File: src/core/ebr_pkg.sv
// Constants, phase limits and state type of the bus-cycle handshake block.
// Assumes one system clock; the bus clock unit is two system clocks.
package ebr_pkg;
    // Field widths
    localparam int ADDR_W = 24;
    localparam int DATA_W = 16;
    localparam int CNT_W  = 6;
    // Phase length limits in bus clock units
    localparam logic [CNT_W-1:0] AB_MIN = 6'h01;
    localparam logic [CNT_W-1:0] AB_MAX = 6'h02;
    localparam logic [CNT_W-1:0] C_MAX  = 6'h03;
    localparam logic [CNT_W-1:0] D_MAX  = 6'h01;
    localparam logic [CNT_W-1:0] E_MIN  = 6'h01;
    localparam logic [CNT_W-1:0] E_MAX  = 6'h20;
    localparam logic [CNT_W-1:0] F_MAX  = 6'h03;
    // Reset values
    localparam logic [ADDR_W-1:0] ADDR_RST = 24'h000000;
    localparam logic [DATA_W-1:0] DATA_RST = 16'h0000;
    localparam logic [CNT_W-1:0]  CNT_RST  = 6'h00;
    // Sync stages in front of the asynchronous handshake
    localparam int SYNC_STAGES = 2;
    // Cycle phases
    typedef enum logic [2:0] {
        EBR_IDLE, EBR_AB, EBR_C, EBR_D, EBR_E, EBR_WAIT, EBR_F
    } ebr_phase_t;
endpackage

File: src/core/ebr_ctrl.sv
// External bus cycle sequencer with handshake-controlled access phase.
// Assumes the requester holds the cycle parameters stable while busy is high,
// and the outside module clocks its handshake off bus_reference_clock.
//
// Overview of operation
// - Software picks which level of the handshake input means ready.
// - Synchronous handshake gives the shortest cycle; the outside module drives it on our clock.
// - Asynchronous handshake passes an extra sync stage and costs at least one wait state.
// - The first sample point of a cycle follows from that cycle's programmed phase lengths.
// - A handshake sampled inactive inserts one wait state and is sampled again.
// - A handshake sampled active ends the access phase; the hold phase follows.
// - Asynchronous mode skips the sample at the end of the access phase and uses a pin level two clocks older than synchronous mode.
// - The handshake is ignored until the mandatory access wait states are over.
// - Read data is captured on the edge that raises the read strobe; the address holds until the next cycle starts.
// - An address change after the read strobe ends does not disturb captured data.
// - Each cycle runs address setup, command delay, data setup, access and hold phases.
`timescale 1ns/1ns
`default_nettype none
module ebr_ctrl
    import ebr_pkg::*;
(
    input  wire logic                 clk,
    input  wire logic                 rst_b,
    input  wire logic                 cyc_req,
    input  wire logic                 cyc_write,
    input  wire logic [ADDR_W-1:0]    cyc_addr,
    input  wire logic [DATA_W-1:0]    cyc_wdata,
    input  wire logic [CNT_W-1:0]     len_ab,
    input  wire logic [CNT_W-1:0]     len_c,
    input  wire logic [CNT_W-1:0]     len_d,
    input  wire logic [CNT_W-1:0]     access_phase_length,
    input  wire logic [CNT_W-1:0]     len_f,
    input  wire logic                 ready_enable,
    input  wire logic                 ready_active_high,
    input  wire logic                 ready_async,
    input  wire logic                 ready_pin,
    input  wire logic [DATA_W-1:0]    data_pin_in,
    output logic                      bus_reference_clock,
    output logic [ADDR_W-1:0]         addr_pin,
    output logic [DATA_W-1:0]         data_pin_out,
    output logic                      data_pin_oe,
    output logic                      rd_b,
    output logic                      wr_b,
    output logic                      busy,
    output logic                      cyc_done,
    output logic [DATA_W-1:0]         cyc_rdata
);
    ////////////////////////////////////////////////////////////////////////
    // Handshake input conditioning
    logic ready_sync_lvl;
    logic ready_cap;
    logic ready_async_lvl;
    logic ready_seen;

    // Asynchronous path: two-flop synchroniser
    ebr_sync u_sync (
        .clk   (clk),
        .rst_b (rst_b),
        .din   (ready_pin),
        .dout  (ready_sync_lvl)
    );

    // Synchronous path: single capture, pin is already on our clock
    always_ff @(posedge clk or negedge rst_b) begin
        if (!rst_b) begin
            ready_cap       <= 1'b0;
            ready_async_lvl <= 1'b0;
        end else begin
            ready_cap       <= ready_pin;
            ready_async_lvl <= ready_sync_lvl;      // Extra stage
        end
    end

    // Polarity and mode select of the sampled level
    always_comb begin
        if (ready_async) begin
            ready_seen = ready_async_lvl ~^ ready_active_high;
        end else begin
            ready_seen = ready_cap ~^ ready_active_high;
        end
    end

    ////////////////////////////////////////////////////////////////////////
    // Bus clock divider: one unit is two system clocks
    logic ref_clk;
    logic next_ref_clk;
    logic unit_end;

    always_comb begin
        next_ref_clk = ~ref_clk;
        unit_end     = ref_clk;    // Unit ends when the reference clock falls back
    end

    always_ff @(posedge clk or negedge rst_b) begin
        if (!rst_b) begin
            ref_clk <= 1'b0;
        end else begin
            ref_clk <= next_ref_clk;
        end
    end

    ////////////////////////////////////////////////////////////////////////
    // Phase sequencer
    ebr_phase_t        phase, next_phase;
    logic [CNT_W-1:0]  cnt, next_cnt;
    logic              is_write, next_is_write;
    logic [ADDR_W-1:0] next_addr_pin;
    logic [DATA_W-1:0] next_data_pin_out;
    logic              next_data_pin_oe;
    logic              next_rd_b;
    logic              next_wr_b;
    logic              next_busy;
    logic              next_cyc_done;
    logic [DATA_W-1:0] next_cyc_rdata;
    logic              last_unit;
    logic              end_access;

    // Shared end-of-access action: raise strobes, capture read data
    always_comb begin
        last_unit = unit_end && (cnt <= 6'h01);
        end_access = 1'b0;
        next_phase        = phase;
        next_cnt          = cnt;
        next_is_write     = is_write;
        next_addr_pin     = addr_pin;
        next_data_pin_out = data_pin_out;
        next_data_pin_oe  = data_pin_oe;
        next_rd_b         = rd_b;
        next_wr_b         = wr_b;
        next_busy         = busy;
        next_cyc_done     = 1'b0;
        next_cyc_rdata    = cyc_rdata;
        if (unit_end && cnt != CNT_RST) begin
            next_cnt = cnt - 6'h01;
        end
        case (phase)
            EBR_IDLE: begin
                if (cyc_req && unit_end) begin
                    next_phase        = EBR_AB;
                    next_cnt          = (len_ab < AB_MIN) ? AB_MIN :
                                        (len_ab > AB_MAX) ? AB_MAX : len_ab;
                    next_is_write     = cyc_write;
                    next_addr_pin     = cyc_addr;
                    next_data_pin_out = cyc_wdata;
                    next_busy         = 1'b1;
                end
            end
            EBR_AB: begin
                if (last_unit) begin
                    next_phase = EBR_C;
                    next_cnt   = (len_c > C_MAX) ? C_MAX : len_c;
                end
            end
            EBR_C: begin
                // A zero length still waits out one unit, a length n takes n units, at most C_MAX
                if (last_unit) begin
                    next_phase       = EBR_D;
                    next_cnt         = (len_d > D_MAX) ? D_MAX : len_d;
                    next_data_pin_oe = is_write;
                end
            end
            EBR_D: begin
                if (last_unit) begin
                    next_phase = EBR_E;
                    next_cnt   = (access_phase_length < E_MIN) ? E_MIN :
                                 (access_phase_length > E_MAX) ? E_MAX :
                                 access_phase_length;
                    next_rd_b  = is_write;
                    next_wr_b  = ~is_write;
                end
            end
            EBR_E: begin
                // Handshake is not looked at before the mandatory units end
                if (last_unit) begin
                    if (!ready_enable) begin
                        end_access = 1'b1;
                    end else if (ready_async) begin
                        next_phase      = EBR_WAIT;
                    end else if (ready_seen) begin
                        end_access = 1'b1;
                    end else begin
                        next_phase = EBR_WAIT;
                    end
                end
            end
            EBR_WAIT: begin
                // One handshake wait state per inactive sample
                if (unit_end) begin
                    if (ready_seen) begin
                        end_access = 1'b1;
                    end
                end
            end
            EBR_F: begin
                if (last_unit) begin
                    next_phase       = EBR_IDLE;
                    next_busy        = 1'b0;
                    next_cyc_done    = 1'b1;
                    next_data_pin_oe = 1'b0;
                end
            end
            default: begin
                next_phase = EBR_IDLE;
            end
        endcase
        if (end_access) begin
            next_phase = EBR_F;
            next_cnt   = (len_f > F_MAX) ? F_MAX : len_f;
            next_rd_b  = 1'b1;
            next_wr_b  = 1'b1;
            if (!is_write) begin
                next_cyc_rdata = data_pin_in;
            end
        end
    end

    // Register the sequencer state and pin drivers
    always_ff @(posedge clk or negedge rst_b) begin
        if (!rst_b) begin
            phase        <= EBR_IDLE;
            cnt          <= CNT_RST;
            is_write     <= 1'b0;
            addr_pin     <= ADDR_RST;
            data_pin_out <= DATA_RST;
            data_pin_oe  <= 1'b0;
            rd_b         <= 1'b1;
            wr_b         <= 1'b1;
            busy         <= 1'b0;
            cyc_done     <= 1'b0;
            cyc_rdata    <= DATA_RST;
        end else begin
            phase        <= next_phase;
            cnt          <= next_cnt;
            is_write     <= next_is_write;
            addr_pin     <= next_addr_pin;
            data_pin_out <= next_data_pin_out;
            data_pin_oe  <= next_data_pin_oe;
            rd_b         <= next_rd_b;
            wr_b         <= next_wr_b;
            busy         <= next_busy;
            cyc_done     <= next_cyc_done;
            cyc_rdata    <= next_cyc_rdata;
        end
    end

    assign bus_reference_clock = ref_clk;
endmodule
`default_nettype wire

File: src/core/ebr_sync.sv
// Two-flop synchroniser for one level coming from a pin.
// Assumes the input may change at any time relative to clk.
`timescale 1ns/1ns
`default_nettype none
module ebr_sync
    import ebr_pkg::*;
(
    input  wire logic clk,
    input  wire logic rst_b,
    input  wire logic din,
    output logic      dout
);
    logic [SYNC_STAGES-1:0] stage;
    logic [SYNC_STAGES-1:0] next_stage;

    ////////////////////////////////////////////////////////////////////////
    // Shift the level through the stages
    always_comb begin
        next_stage = {stage[SYNC_STAGES-2:0], din};
    end

    always_ff @(posedge clk or negedge rst_b) begin
        if (!rst_b) begin
            stage <= '0;
        end else begin
            stage <= next_stage;
        end
    end

    assign dout = stage[SYNC_STAGES-1];
endmodule
`default_nettype wire

File: config.mk
export PLATFORM = sky130hd
export DESIGN_NAME = ebr_ctrl
export DESIGN_NICKNAME = d
export VERILOG_FILES = /design/src/core/ebr_pkg.sv /design/src/core/ebr_ctrl.sv /design/src/core/ebr_sync.sv
export SDC_FILE = /design/constraint.sdc
export NUM_CORES = 1
export LEC_CHECK = 0
export BUFFER_PORTS_ARGS = -buffer_cell sky130_fd_sc_hd__buf_4
export CORE_AREA = 2 2 86 105
export CTS_CLUSTER_DIAMETER = 30
export DETAILED_ROUTE_END_ITERATION = 6
export DIE_AREA = 0 0 88 107
export PLACE_DENSITY = 0.81
export SLEW_MARGIN = 20
export SYNTH_ARGS = -nofsm -noshare
export SYNTH_HDL_FRONTEND = slang
export SYNTH_SLANG_ARGS = --single-unit
File: constraint.sdc
create_clock -name clk -period 3.2 [get_ports clk]
set_input_delay 0.64 -clock clk [delete_from_list [all_inputs] [get_ports clk]]
set_output_delay 0.64 -clock clk [all_outputs]
set_load 0.02 [all_outputs]
==> flow_summary.toml <==
[timing]
fmax_mhz = 406
rsz0062_at_grt = "false"
setup-violations-final = 0
tns_ns = 0
worst_slew_pin_slew_ns = 0.944
skew_ns = 0.00874
post-route-min-period_ns = 2.47
finalHoldViolCount = 0
period_share = 0.771
maxSlewHeadroom = 0.371
final_max_slew_viol_count = 0

[global_routing]
grt_pass1_vias = 2930
grt_pass1_wl_um = 13800
grt-ovfl-total = 0
grt_start_max_net_pins = 76
grtUsageTotal = 0.190
antenna_found_initial = 0

[clock_tree]
root_buffer = "clkbuf_8"
post_cts_resized = 0
post_cts_buffers = 0
clkLatencyLatePin_ns = 0.34
clkSinkCount = 75
clk_pin_slew_ns = 0.08
ctsHoldBuffers = 0
cts_tree = "built"
cts_max_path_buffers = 2
numCtsBuffers = 9
cts_max_level = 3

[route]
first_iter_violations = 115
wl_per_cell_um = 15.5
antenna_left = 0
firstDrtPassIters = 4
wl_um = 8470
via_count = 2780
via_per_inst = 5.10
drc = 0

[yosys]
yosysWarningCount = 0
synthCells = 267
synth_area_mm2 = 0.00345
yosysTopAreaCell = "dfrtp_1"
synthArstFlopShare = 1.00
synth_common_cells = "dfrtp_1, mux2_2, nand2_1"
syn-num-nets = 364
yosysSeqAreaShare = 0.545
synthTopCellsByArea = "dfrtp_1, mux2_2, mux2_4"
yosysMostFrequentCell = "dfrtp_1"
synth_top_area_share = 0.530
avgSynthCellArea_um2 = 12.9
synth-main-ff-cell = "dfrtp_1"
synth_edf_count = 0
synth_seq_cells = 75
synth_cell_types = 51

[critical_path]
cp.arrival_ns = 2.69
crit_chain = "nor4_4, and2_1, a32oi_4, nor2_8, mux2_2"
startpoint_type = "register"
cp_slowest_stage_delay_ns = 0.46
cp_max_fo = 16
cp.required_ns = 3.43
crit_slowest_cell = "dfrtp_1"
worstSetupEndpointType = "register"
path_class = "register to register"
critPathTopFamily = "simple AND/OR/NAND/NOR gates"
crit_buf_inv = 0

[cells_and_area]
num_antenna_cells = 0
final_nets = 520
layout-drive-gt1-share = 0.558
area_delta_synth_final_pct = 41.5
instances_no_fill = 545
fillers = 715

[place]
place_congestion = 0.859
dp.cells = 529
hpwlAfterDp_um = 6300
io_buffer_count = 154

[floorplanning]
io_pins = 156
dieWidth_um = 88
fp.coreArea_mm2 = 0.00838
start_util = 0.411
dieArea_mm2 = 0.00942
die_h_um = 107
placementRows = 37

[power_and_ir_drop]
irDropWorstVdd_v = 0.000495
power_density_mw_per_mm2 = 852
p_leak_nw = 2.35

[hold_path]
hp-class = "register to register"

[flow_run]
max-cap-violations = 0

[status]
status = "complete, no violations"
==> stage by stage <==
step	utilization	cell area (um2)	hold WS (ns)	setup slack (ns)	power [mW]
CTS	0.582	4880	0.354	0.736	4.20
detailed placement	0.560	4700	0.341	0.750	3.52
global placement	0.560	4700	0.333	0.839	3.43
floorplan	-	3450	0.331	1.10	2.73
global route	0.582	4880	0.370	0.590	4.41
finish	0.582	4880	0.350	0.734	4.15
==> path summary, 6_finish.rpt <==
| path | from | endpoint | slack, ns | cells after the start |
|---|---|---|---|---|
| min in group asynchronous | rst_b | addr_pin[13]$_DFFE_PN0P_ | 0.46 | 1 |
| setup reg to reg | cnt[3]$_DFF_PN0_ | cyc_rdata[3]$_DFFE_PN0P_ | 0.73 | 5 |
| setup / recovery | cnt[3]$_DFF_PN0_ | cyc_rdata[3]$_DFFE_PN0P_ | 0.73 | 5 |
| max in group asynchronous | rst_b | data_pin_out[8]$_DFFE_PN0P_ | 2.16 | 1 |
| hold / removal | u_sync.stage[1]$_DFF_PN0_ | ready_async_lvl$_DFF_PN0_ | 0.35 | 0 |
| hold reg to reg | u_sync.stage[1]$_DFF_PN0_ | ready_async_lvl$_DFF_PN0_ | 0.35 | 0 |
==> cell families (layout without fill, tap and decap cells) <==
kind of cell,count (synthesis),count (layout),synth area share
simple gates,59,59,0.0970
buf+inv,18,179,0.0283
flops,75,75,0.545
xor+xnor,7,7,0.0178
mux,59,59,0.203
fa+ha+maj,3,3,0.0109
compound gates,46,46,0.0977
==> per-layer routing <==
metal  GRT usage  vias up  wire (um)  share of wire
met4      0.0824        0        191          0.023
met1       0.216     1378       3100           0.37
li1            -     1277          -              -
met2       0.320      108       4620           0.55
met5           0        -          0              0
met3      0.0624       17        566          0.067
==> registers in the layout (all words and copies together), names as in the netlist, 2 cells and up <==
name and count:
addr_pin 24, cnt 6, data_pin_out 16, u_sync.stage 2, phase 3, cyc_rdata 16
==> final cells by class <==
cell class | instances | area (um2) | area share
repair buffers | 155 | 1160 | 0.239
multi-input cells | 174 | 1480 | 0.303
well taps | 117 | 146 | 0.0300
inverters | 8 | 30.0 | 0.00616
clock buffers | 12 | 155 | 0.0318
clock inverters | 4 | 25.0 | 0.00513
flip-flops and latches | 75 | 1880 | 0.385
==> where the power goes <==
group	internal [mW]	leakage (nW)	switching [mW]	total [mW]
clock network	0.322	0.0884	0.343	0.665
registers	1.32	0.934	0.292	1.61
logic	0.927	1.32	0.948	1.87
total	2.57	2.35	1.58	4.15
==> cell usage in the layout (no fill, tap or decap), drive strengths merged, types with 4 or more instances in the layout <==
master / netlist / routed
buf: 7 / 155
nand3: 4 / 4
or4: 5 / 5
nand2: 17 / 17
a31oi: 5 / 5
a21oi: 9 / 9
xor2: 4 / 4
inv: 8 / 8
dfrtp: 73 / 73
clkbuf: 3 / 12
mux2: 57 / 57
nor2b: 4 / 4
nor2: 12 / 12
o21ai: 9 / 9
Note: power is estimated with default switching activity, not from simulation.
